<file path="config.mk">
export PLATFORM = sky130hd
export DESIGN_NAME = ingress_policing_config
export DESIGN_NICKNAME = d
export VERILOG_FILES = /design/src/inc/ingress_policing_pkg.sv /design/src/logic/bcast_throttle_port.sv /design/src/logic/ingress_policing_config.sv
export SDC_FILE = /design/constraint.sdc
export NUM_CORES = 1
export LEC_CHECK = 0
export BUFFER_PORTS_ARGS = -buffer_cell sky130_fd_sc_hd__buf_2
export CORE_ASPECT_RATIO = 0.9
export CORE_MARGIN = 10
export CORE_UTILIZATION = 54
export CTS_CLUSTER_SIZE = 25
export DETAILED_ROUTE_END_ITERATION = 6
export GPL_ROUTABILITY_DRIVEN = 0
export PLACE_DENSITY = 0.72
export SLEW_MARGIN = 30
export SYNTH_ARGS = -nofsm -noshare
export SYNTH_HDL_FRONTEND = slang
export SYNTH_HIERARCHICAL = 1
export SYNTH_SLANG_ARGS = --single-unit
export TNS_END_PERCENT = 100
</file>
<file path="constraint.sdc">
create_clock -name clk_i -period 44.6 [get_ports clk_i]
set_clock_uncertainty 0.15 [all_clocks]
set_input_delay 4.46 -clock clk_i [delete_from_list [all_inputs] [get_ports clk_i]]
set_output_delay 4.46 -clock clk_i [all_outputs]
set_load 0.005 [all_outputs]
</file>
<file path="src/inc/ingress_policing_pkg.sv">
// Constants and types shared by the ingress policing configuration block
package ingress_policing_pkg;

    // Register indices; byte address is four times the index
    localparam logic [15:0] IDX_THROTTLE   = 16'h1848;
    localparam logic [15:0] IDX_ADMIT      = 16'h1849;
    localparam logic [15:0] IDX_METER_CFG  = 16'h184a;
    localparam logic [15:0] IDX_METER_CMD  = 16'h184b;
    localparam logic [15:0] IDX_CMD_STATUS = 16'h184c;
    localparam logic [15:0] IDX_WRITE_VAL  = 16'h184d;
    localparam logic [15:0] IDX_READ_VAL   = 16'h184e;
    localparam logic [15:0] ADDR_THROTTLE   = {IDX_THROTTLE[13:0], 2'b00};
    localparam logic [15:0] ADDR_ADMIT      = {IDX_ADMIT[13:0], 2'b00};
    localparam logic [15:0] ADDR_METER_CFG  = {IDX_METER_CFG[13:0], 2'b00};
    localparam logic [15:0] ADDR_METER_CMD  = {IDX_METER_CMD[13:0], 2'b00};
    localparam logic [15:0] ADDR_CMD_STATUS = {IDX_CMD_STATUS[13:0], 2'b00};
    localparam logic [15:0] ADDR_WRITE_VAL  = {IDX_WRITE_VAL[13:0], 2'b00};
    localparam logic [15:0] ADDR_READ_VAL   = {IDX_READ_VAL[13:0], 2'b00};

    // Broadcast throttle layout: nine bits per port, level low, enable on top
    localparam int          NUM_PORTS        = 3;
    localparam int          THROTTLE_W       = 27;
    localparam int          THROTTLE_STRIDE  = 9;
    localparam int          THROTTLE_EN_OFS  = 8;
    localparam logic [26:0] THROTTLE_RESET   = 27'h0080402;
    localparam int          BUDGET_SHIFT     = 6;
    localparam int          BUDGET_W         = 14;

    // Meter configuration layout
    localparam int          CFG_ENABLE_BIT = 0;
    localparam int          CFG_MODE_LSB   = 1;
    localparam logic [2:0]  CFG_RESET      = 3'h0;

    // Command layout
    localparam int          CMD_DIR_BIT   = 7;
    localparam int          CMD_TYPE_LSB  = 5;
    localparam int          CMD_ADDR_LSB  = 0;
    localparam logic [7:0]  CMD_RESET     = 8'h00;

    // Metering table
    localparam int          RATE_ENTRIES  = 24;
    localparam logic [4:0]  RATE_LAST     = 5'h17;
    localparam logic [15:0] RATE_RESET    = 16'h0014;
    localparam logic [15:0] BURST_RESET   = 16'h0600;
    localparam logic [15:0] VALUE_RESET   = 16'h0000;

    // Broadcast interval timing
    localparam int          CLK_PERIOD_NS     = 40;
    localparam int          BCAST_INTERVAL_NS = 1720000;
    localparam int          BCAST_INTERVAL_CYCLES = BCAST_INTERVAL_NS / CLK_PERIOD_NS;

    typedef enum logic [1:0] {
        MODE_PORT_PRIO = 2'b00,
        MODE_PORT_ONLY = 2'b01,
        MODE_PRIO_ONLY = 2'b10,
        MODE_RESERVED  = 2'b11
    } meter_mode_t;

    typedef enum logic [1:0] {
        TYPE_RESERVED  = 2'b00,
        TYPE_RATE      = 2'b01,
        TYPE_COMMITTED = 2'b10,
        TYPE_EXCESS    = 2'b11
    } table_sel_t;

    // Gray order along idle -> busy -> finish
    typedef enum logic [1:0] {
        CMD_IDLE   = 2'b00,
        CMD_BUSY   = 2'b01,
        CMD_FINISH = 2'b11
    } cmd_state_t;

endpackage

</file>
<file path="src/logic/bcast_throttle_port.sv">
// Broadcast byte budget for one switch port
`timescale 1ns/1ps
`default_nettype none
module bcast_throttle_port (
    input  wire logic                                     clk_i,
    input  wire logic                                     reset_i,
    input  wire logic                                     tick_i,
    input  wire logic                                     enable_i,
    input  wire logic [7:0]                               level_i,
    input  wire logic                                     byte_i,
    output logic                                          hold_o
);
    import ingress_policing_pkg::*;

    logic [BUDGET_W-1:0] used;
    logic [BUDGET_W-1:0] budget;

    // Budget is the level in units of 64 bytes
    assign budget = {level_i, {BUDGET_SHIFT{1'b0}}};

    // Bytes taken this interval; a new interval starts from zero
    always_ff @(posedge clk_i or posedge reset_i) begin
        if (reset_i) begin
            used <= '0;
        end else if (tick_i) begin
            used <= '0;
        end else if (byte_i && !hold_o) begin
            used <= used + 1'b1;
        end
    end

    // Hold back further broadcast input once the budget is spent
    always_ff @(posedge clk_i or posedge reset_i) begin
        if (reset_i) begin
            hold_o <= 1'b0;
        end else begin
            hold_o <= enable_i && (used >= budget) && !tick_i;
        end
    end

    property p_hold_spent;
        @(posedge clk_i) disable iff (reset_i)
        (enable_i && used >= budget && !tick_i) |=> hold_o;
    endproperty
    a_hold_spent: assert property (p_hold_spent) else $error("budget spent but input not held");

endmodule
`default_nettype wire

</file>
<file path="src/logic/ingress_policing_config.sv">
// Ingress policing configuration, admission check and metering table access
//
// The strobed register port was decided locally.
`timescale 1ns/1ps
`default_nettype none
// Overview of operation
// - One broadcast throttle enable per port at bits 26, 17, 8; reset off.
// - Per-port 8-bit level allows level times 64 bytes per 1.72 ms; reset 2.
// - Three admit bits let a port send to VLANs it is not member of.
// - Non-member admission still needs the destination VLAN active.
// - Rate enable bit 0 turns ingress metering, colouring and dropping on in every mode but reserved.
// - Mode bits 2:1: port+priority, port only, priority only, reserved.
// - A command register write while the sequencer is idle launches the described table access unless the mode or the type is reserved.
// - Command bit 7 set reads, clear writes; resets to write.
// - Type bits 6:5 select rate entry, committed burst or excess burst.
// - Address bits 4:0 choose one of 24 rate entries.
// - Port+priority mode uses eight entries per port, priority 0 lowest.
// - Port-only mode uses entry equal to the port number.
// - Priority-only mode uses entry equal to the priority.
// - Read result is loaded before the pending flag clears.
// - Table holds 24 rate entries and two burst sizes, 16 bits each.
// - Pending flag is set during an access and clears itself.
// - Rate entries mean time per byte of value plus one times 20 ns; reset 14h.
// - Both burst sizes reset to 600h and steer the dropping datapath.
module ingress_policing_config #(
    parameter int                                         INTERVAL_CYCLES = ingress_policing_pkg::BCAST_INTERVAL_CYCLES
) (
    input  wire logic                                     clk_i,
    input  wire logic                                     reset_i,
    input  wire logic [15:0]                              addr_i,
    input  wire logic [31:0]                              wdata_i,
    input  wire logic                                     wr_i,
    input  wire logic                                     rd_i,
    output logic      [31:0]                              rdata_o,
    input  wire logic [ingress_policing_pkg::NUM_PORTS-1:0] bcast_byte_i,
    output logic      [ingress_policing_pkg::NUM_PORTS-1:0] bcast_hold_o,
    input  wire logic                                     adm_check_i,
    input  wire logic [1:0]                               adm_port_i,
    input  wire logic                                     adm_member_i,
    input  wire logic                                     adm_vlan_active_i,
    output logic                                          adm_accept_o,
    input  wire logic [1:0]                               meter_port_i,
    input  wire logic [4:0]                               meter_prio_i,
    output logic                                          meter_active_o,
    output ingress_policing_pkg::meter_mode_t             meter_mode_o,
    output logic      [15:0]                              rate_entry_o,
    output logic      [15:0]                              committed_burst_o,
    output logic      [15:0]                              excess_burst_o
);
    import ingress_policing_pkg::*;

    logic [THROTTLE_W-1:0] throttle_ctrl;
    logic [2:0]            admit_ctrl;
    logic [2:0]            meter_cfg;
    logic [7:0]            meter_cmd;
    logic [15:0]           write_value;
    logic [15:0]           read_value;
    logic [15:0]           rate_table [RATE_ENTRIES];
    logic                  pending;
    cmd_state_t            state;
    logic [15:0]           interval_cnt;
    logic                  interval_tick;
    logic                  cmd_launch;
    logic [4:0]            cmd_addr;
    table_sel_t            cmd_sel;
    meter_mode_t           cfg_mode;
    logic                  cmd_legal;
    logic [4:0]            next_index;
    logic [31:0]           next_rdata;

    assign cmd_addr  = meter_cmd[CMD_ADDR_LSB +: 5];
    assign cmd_sel   = table_sel_t'(meter_cmd[CMD_TYPE_LSB +: 2]);
    assign cfg_mode  = meter_mode_t'(meter_cfg[CFG_MODE_LSB +: 2]);
    // Reserved selector or mode leaves the table alone
    assign cmd_legal = (cmd_sel != TYPE_RESERVED) && (cfg_mode != MODE_RESERVED);
    // A command write while one is still running is dropped; software waits
    assign cmd_launch = wr_i && (addr_i == ADDR_METER_CMD) && (state == CMD_IDLE);

    // Plain software registers
    always_ff @(posedge clk_i or posedge reset_i) begin
        if (reset_i) begin
            throttle_ctrl <= THROTTLE_RESET;
            admit_ctrl    <= 3'h0;
            meter_cfg     <= CFG_RESET;
            write_value   <= VALUE_RESET;
        end else if (wr_i) begin
            case (addr_i)
                ADDR_THROTTLE:  throttle_ctrl <= wdata_i[THROTTLE_W-1:0];
                ADDR_ADMIT:     admit_ctrl    <= wdata_i[2:0];
                ADDR_METER_CFG: meter_cfg     <= wdata_i[2:0];
                ADDR_WRITE_VAL: write_value   <= wdata_i[15:0];
                default:        ;
            endcase
        end
    end

    // Command register captured only when an access is launched
    always_ff @(posedge clk_i or posedge reset_i) begin
        if (reset_i) begin
            meter_cmd <= CMD_RESET;
        end else if (cmd_launch) begin
            meter_cmd <= wdata_i[7:0];
        end
    end

    // Command sequencer: one cycle to act, one to finish
    always_ff @(posedge clk_i or posedge reset_i) begin
        if (reset_i) begin
            state <= CMD_IDLE;
        end else begin
            case (state)
                CMD_IDLE:   state <= cmd_launch ? CMD_BUSY : CMD_IDLE;
                CMD_BUSY:   state <= CMD_FINISH;
                CMD_FINISH: state <= CMD_IDLE;
                default:    state <= CMD_IDLE;
            endcase
        end
    end

    // Pending flag follows the sequencer and clears on its own
    always_ff @(posedge clk_i or posedge reset_i) begin
        if (reset_i) begin
            pending <= 1'b0;
        end else if (cmd_launch) begin
            pending <= 1'b1;
        end else if (state == CMD_FINISH) begin
            pending <= 1'b0;
        end
    end

    // Table writes; out-of-range rate addresses are simply dropped
    always_ff @(posedge clk_i or posedge reset_i) begin
        if (reset_i) begin
            for (int i = 0; i < RATE_ENTRIES; i++) begin
                rate_table[i] <= RATE_RESET;
            end
            committed_burst_o <= BURST_RESET;
            excess_burst_o    <= BURST_RESET;
        end else if (state == CMD_BUSY && !meter_cmd[CMD_DIR_BIT] && cmd_legal) begin
            case (cmd_sel)
                TYPE_RATE: begin
                    if (cmd_addr <= RATE_LAST) begin
                        rate_table[cmd_addr] <= write_value;
                    end
                end
                TYPE_COMMITTED: committed_burst_o <= write_value;
                TYPE_EXCESS:    excess_burst_o    <= write_value;
                default:        ;
            endcase
        end
    end

    // Read result lands in the busy cycle, before pending drops
    always_ff @(posedge clk_i or posedge reset_i) begin
        if (reset_i) begin
            read_value <= VALUE_RESET;
        end else if (state == CMD_BUSY && meter_cmd[CMD_DIR_BIT] && cmd_legal) begin
            case (cmd_sel)
                TYPE_RATE:      read_value <= (cmd_addr <= RATE_LAST) ? rate_table[cmd_addr] : VALUE_RESET;
                TYPE_COMMITTED: read_value <= committed_burst_o;
                TYPE_EXCESS:    read_value <= excess_burst_o;
                default:        read_value <= read_value;
            endcase
        end
    end

    // Read mux; unmapped addresses and reserved bits read as zero
    always_comb begin
        next_rdata = 32'h0;
        case (addr_i)
            ADDR_THROTTLE:   next_rdata[THROTTLE_W-1:0] = throttle_ctrl;
            ADDR_ADMIT:      next_rdata[2:0]  = admit_ctrl;
            ADDR_METER_CFG:  next_rdata[2:0]  = meter_cfg;
            ADDR_METER_CMD:  next_rdata[7:0]  = meter_cmd;
            ADDR_CMD_STATUS: next_rdata[0]    = pending;
            ADDR_WRITE_VAL:  next_rdata[15:0] = write_value;
            ADDR_READ_VAL:   next_rdata[15:0] = read_value;
            default:         next_rdata = 32'h0;
        endcase
    end

    // Read data stand only in the cycle after the strobe
    always_ff @(posedge clk_i or posedge reset_i) begin
        if (reset_i) begin
            rdata_o <= 32'h0;
        end else begin
            rdata_o <= rd_i ? next_rdata : 32'h0;
        end
    end

    // Interval divider; the tick restarts every port's budget together
    always_ff @(posedge clk_i or posedge reset_i) begin
        if (reset_i) begin
            interval_cnt  <= 16'h0;
            interval_tick <= 1'b0;
        end else if (interval_cnt == 16'(INTERVAL_CYCLES - 1)) begin
            interval_cnt  <= 16'h0;
            interval_tick <= 1'b1;
        end else begin
            interval_cnt  <= interval_cnt + 16'h1;
            interval_tick <= 1'b0;
        end
    end

    // One budget keeper per port
    for (genvar p = 0; p < NUM_PORTS; p++) begin : g_port
        bcast_throttle_port u_throttle (
            .clk_i    (clk_i),
            .reset_i  (reset_i),
            .tick_i   (interval_tick),
            .enable_i (throttle_ctrl[p*THROTTLE_STRIDE + THROTTLE_EN_OFS]),
            .level_i  (throttle_ctrl[p*THROTTLE_STRIDE +: 8]),
            .byte_i   (bcast_byte_i[p]),
            .hold_o   (bcast_hold_o[p])
        );
    end

    // Admission: member or admitted non-member, VLAN must be active
    always_ff @(posedge clk_i or posedge reset_i) begin
        if (reset_i) begin
            adm_accept_o <= 1'b0;
        end else begin
            adm_accept_o <= adm_check_i && adm_vlan_active_i &&
                            (adm_member_i || (adm_port_i != 2'h3 && admit_ctrl[adm_port_i]));
        end
    end

    // Entry selection by mode
    always_comb begin
        next_index = 5'h0;
        case (cfg_mode)
            MODE_PORT_PRIO: next_index = {meter_port_i, meter_prio_i[2:0]};
            MODE_PORT_ONLY: next_index = {3'h0, meter_port_i};
            MODE_PRIO_ONLY: next_index = meter_prio_i;
            default:        next_index = 5'h0;
        endcase
    end

    // Metering controls handed to the datapath
    always_ff @(posedge clk_i or posedge reset_i) begin
        if (reset_i) begin
            meter_active_o <= 1'b0;
            meter_mode_o   <= MODE_PORT_PRIO;
            rate_entry_o   <= RATE_RESET;
        end else begin
            meter_active_o <= meter_cfg[CFG_ENABLE_BIT] && (cfg_mode != MODE_RESERVED);
            meter_mode_o   <= cfg_mode;
            rate_entry_o   <= (next_index <= RATE_LAST) ? rate_table[next_index] : VALUE_RESET;
        end
    end

    property p_launch_pending;
        @(posedge clk_i) disable iff (reset_i)
        cmd_launch |=> pending ##1 pending ##1 !pending;
    endproperty
    a_launch_pending: assert property (p_launch_pending) else $error("pending did not span the access");

    property p_launch_state;
        @(posedge clk_i) disable iff (reset_i)
        cmd_launch |=> state == CMD_BUSY;
    endproperty
    a_launch_state: assert property (p_launch_state) else $error("command write did not start access");

    property p_read_ready;
        @(posedge clk_i) disable iff (reset_i)
        (state == CMD_BUSY && meter_cmd[CMD_DIR_BIT] && cmd_legal && cmd_sel == TYPE_COMMITTED)
        |=> read_value == committed_burst_o && pending;
    endproperty
    a_read_ready: assert property (p_read_ready) else $error("read value missing before pending clears");

    property p_read_hold;
        @(posedge clk_i) disable iff (reset_i)
        !(state == CMD_BUSY && meter_cmd[CMD_DIR_BIT]) |=> $stable(read_value);
    endproperty
    a_read_hold: assert property (p_read_hold) else $error("read value changed without read command");

    property p_reserved_quiet;
        @(posedge clk_i) disable iff (reset_i)
        (state == CMD_BUSY && !cmd_legal) |=> $stable(committed_burst_o) && $stable(excess_burst_o);
    endproperty
    a_reserved_quiet: assert property (p_reserved_quiet) else $error("reserved command touched table");

    property p_accept_vlan;
        @(posedge clk_i) disable iff (reset_i)
        adm_accept_o |-> $past(adm_vlan_active_i) && $past(adm_check_i);
    endproperty
    a_accept_vlan: assert property (p_accept_vlan) else $error("accepted with inactive VLAN");

    property p_meter_enable;
        @(posedge clk_i) disable iff (reset_i)
        ##1 meter_active_o == ($past(meter_cfg[CFG_ENABLE_BIT]) && $past(cfg_mode) != MODE_RESERVED);
    endproperty
    a_meter_enable: assert property (p_meter_enable) else $error("metering enable mismatch");

    property p_prio_lookup;
        @(posedge clk_i) disable iff (reset_i)
        (cfg_mode == MODE_PRIO_ONLY && meter_prio_i <= RATE_LAST) |=> rate_entry_o == rate_table[$past(meter_prio_i)];
    endproperty
    a_prio_lookup: assert property (p_prio_lookup) else $error("priority-only lookup wrong");

    property p_rdata_cfg;
        @(posedge clk_i) disable iff (reset_i)
        (rd_i && addr_i == ADDR_METER_CFG) |=> rdata_o == {29'h0, $past(meter_cfg)} ##1 (rdata_o == 32'h0 || $past(rd_i));
    endproperty
    a_rdata_cfg: assert property (p_rdata_cfg) else $error("configuration read back wrong");

endmodule
`default_nettype wire

</file>
==> results.yml <==
global_routing:
  grt_pass1_wl_um: 135000
  grt_max_degree: 128
  antenna_found_initial: 1
  grt_use_total_pct: 25.9
  overflow: 0
  grt_pass1_vias: 22000
critical_path:
  crit_slowest_cell: "buf_4"
  cp.arrival_ns: 7.77
  slowest_delay_ns: 0.67
  cp-start-kind: "input port"
  crit_chain: "buf_2 > nand2b_1 > nand2_4 > buf_4 > mux4_2 > mux2i_1 > o32ai_1"
  cp_data_required_time_ns: 44.88
  endpoint_kind: "flop"
  crit_type: "in -> reg"
  path_max_fanout: 49
drt:
  wl_met1_um: 35500
  top_layer_used: "met5"
  wl_met3_um: 9010
  routed_wl_um: 88000
  vias: 21500
  viasPerCell: 6.58
  wl_per_cell_um: 26.9
  drtPass1Iterations: 7
  ant_nets: 0
  drtIter0Drc: 2293
  drcViolationCount: 2
  met2RoutedLength_um: 41000
die:
  die_w_um: 271
  dieArea_um2: 66700
  start_util_pct: 54.8
  core_um2: 55900
  core.rowCount: 82
  die_y_um: 246
  pin_count: 154
synthesis:
  ys_types: 65
  yosysTopAreaCellShare_pct: 44.4
  yosys-top-cells-area: "dfrtp_1 44%, mux2_2 14%, mux4_2 9.7%, dfstp_2 4.9%, mux2_1 4.4%"
  avgSynthCellArea_um2: 12.7
  syn_inst: 2419
  synth-edff-count: 0
  synth_top_area_cell: "dfrtp_1"
  synth_top_family_by_area: "multiplexers"
  synth_compound_area_share_pct: 7.55
  synth_seq_cells: 601
  synthFlopType: "dfrtp_1"
  synthSimpleGateAreaFrac_pct: 8.16
  synth_xor_area_share_pct: 1.03
  synthMuxAreaShare_pct: 29.2
  yosysWarningCount: 6
  synth-async-reset-ratio_pct: 100
  synth_fa_ha_area_share_pct: 1.27
  ys_seq_area_share_pct: 49.3
  netlist_area_um2: 30700
sta:
  fmax_ghz: 0.133
  fin_crit_ns: 7.49
  finalHoldViolCount: 0
  slew_headroom_pct: 32.2
  finalMaxSlewViolations: 0
  final.setup.tns_ns: 0
  whs_ns: 0.341
  min_period_over_period_pct: 16.8
  tightest_slew_ns: 1.02
  setup_viol_count_final: 0
  grt_setup_unrepaired: "no"
clock_network:
  htree_levels: 2
  worst_skew_pair.late_latency_ns: 0.64
  post-cts-setup-buffers: 0
  cts_buffers: 61
  cts_buffer_depth: 3
  clk_pin_slew_ns: 0.06
  hold_buffers: 0
  cts_tree: "yes"
  clockRootBuffer: "clkbuf_16"
  post_cts_resize_count: 0
  cts.sinks: 601
layout:
  fill_cells: 4270
  nets: 2563
  area_delta_synth_final_pct: 10.9
  antenna_cells: 0
  layout-drive-gt1-share_pct: 36.3
flow_run:
  max_cap_violations: 0
power:
  power.density_nw_per_um2: 34.3
  peakVddDrop_mv: 0.0275
  p_leak_nw: 15.8
outcome:
  outcome: "finished, violations left"
  violations: "design-rule violations"
placement:
  portBuffers: 143
  dpl.hpwl_um: 55300
hold_path:
  min_path_type: "reg -> reg"
==> routing by layer <==
metal / up-vias / GRT usage, %
met5: - / 0
li1: 9066 / -
met1: 11200 / 34.6
met2: 1090 / 41.2
met3: 188 / 6.51
met4: 2 / 8.20
==> metrics by stage <==
stage / setup slack, ns / cells / cell area [um^2] / power, mW / util, %
6_report: 37.11 / 3271 / 34000 / 1.17 / 60.8
3_5_place_dp: 36.55 / 3157 / 31800 / 0.640 / 56.9
2_1_floorplan: 24.54 / 2423 / 30700 / 0.616 / -
3_3_place_gp: 36.58 / 3157 / 31800 / 0.636 / 56.9
5_1_grt: 36.95 / 3271 / 34000 / 1.21 / 60.8
4_1_cts: 37.19 / 3270 / 33900 / 1.17 / 60.7
==> flip-flops by register name (all words and copies together) (netlist names) <==
signal / cells
interval_tick: 1
meter_mode_o: 2
rate_table: 384
rate_entry_o: 16
throttle_ctrl: 27
meter_active_o: 1
rdata_o: 27
pending: 1
admit_ctrl: 3
read_value: 16
g_port.u_throttle/hold_o: 3
adm_accept_o: 1
meter_cfg: 3
interval_cnt: 16
committed_burst_o: 16
excess_burst_o: 16
meter_cmd: 8
state: 2
g_port.u_throttle/used: 42
write_value: 16
==> Yosys cell counts, types with 43 or more instances <==
library cell and n:
dfrtp_1 544, mux2_2 369, nand2_1 199, mux4_2 132, mux2_1 120, clkbuf_1 111
nor2_1 82, a21oi_1 79, dfstp_2 57, inv_1 50, mux2i_1 48, nand3_1 47
buf_1 43
==> report_power, final <==
part           switching, mW  internal (mW)  total (mW)  leakage (nW)
sequential            0.0120          0.555       0.567          8.12
combinational         0.0428         0.0207      0.0635          6.67
clock                  0.221          0.314       0.535          1.05
==> cells in the final DEF (no fill, tap or decap), types with 20 or more instances in the layout <==
cell type    n
dfrtp_1    536
mux2_2     369
nand2_1    196
buf_2      143
mux4_2     132
mux2_1     120
nor2_1      79
a21oi_1     79
clkbuf_16   62
dfstp_2     57
inv_1       49
mux2i_1     48
nand3_1     46
a22oi_1     42
o21ai_0     38
buf_4       34
ha_1        31
xor2_1      27
a211oi_1    23
a221oi_1    22
o221ai_1    22
and3_1      21
and2_1      20
==> logic make-up after synthesis <==
group / after synthesis
mux: 669
flops: 601
simple gates: 495
compound gates: 332
buf+inv: 254
xor+xnor: 36
fa+ha+maj: 31
other cells: 1
==> critical path, delay by kind of cell <==
family / cells / cell delay, ns
simple gates: 2 / 0.72
compound gates: 1 / 0.26
mux: 2 / 1.13
buf+inv: 2 / 1.17
==> final cells by class <==
class | instances | area [um^2] | area share [%]
Clock inverter | 24 | 265 | 0.780
Clock buffer | 89 | 1840 | 5.42
Timing Repair Buffer | 183 | 1040 | 3.06
Multi-Input combinational cell | 1568 | 14600 | 42.9
Sequential cell | 601 | 15100 | 44.5
Inverter | 50 | 195 | 0.574
Tap cell | 756 | 946 | 2.78
==> path summary, 6_finish.rpt <==
kind / depth (start not counted) / to / slack [ns] / startpoint
max: 7 / rate_entry_o[8]$_DFF_PP0_ / 37.11 / meter_prio_i[0]
min: 2 / pending$_DFFE_PP0P_ / 0.34 / pending$_DFFE_PP0P_
max reg2reg: 7 / read_value[15]$_DFFE_PP0P_ / 40.26 / meter_cmd[0]$_DFFE_PP0P_
min reg2reg: 2 / pending$_DFFE_PP0P_ / 0.34 / pending$_DFFE_PP0P_
max in group asynchronous: 4 / rate_table[309]$_DFFE_PP0P_ / 38.29 / reset_i
min in group asynchronous: 2 / g_port[1].u_throttle/used[3]$_DFFE_PP0P_ / 3.83 / reset_i
Power figures use the tool's default switching activity.
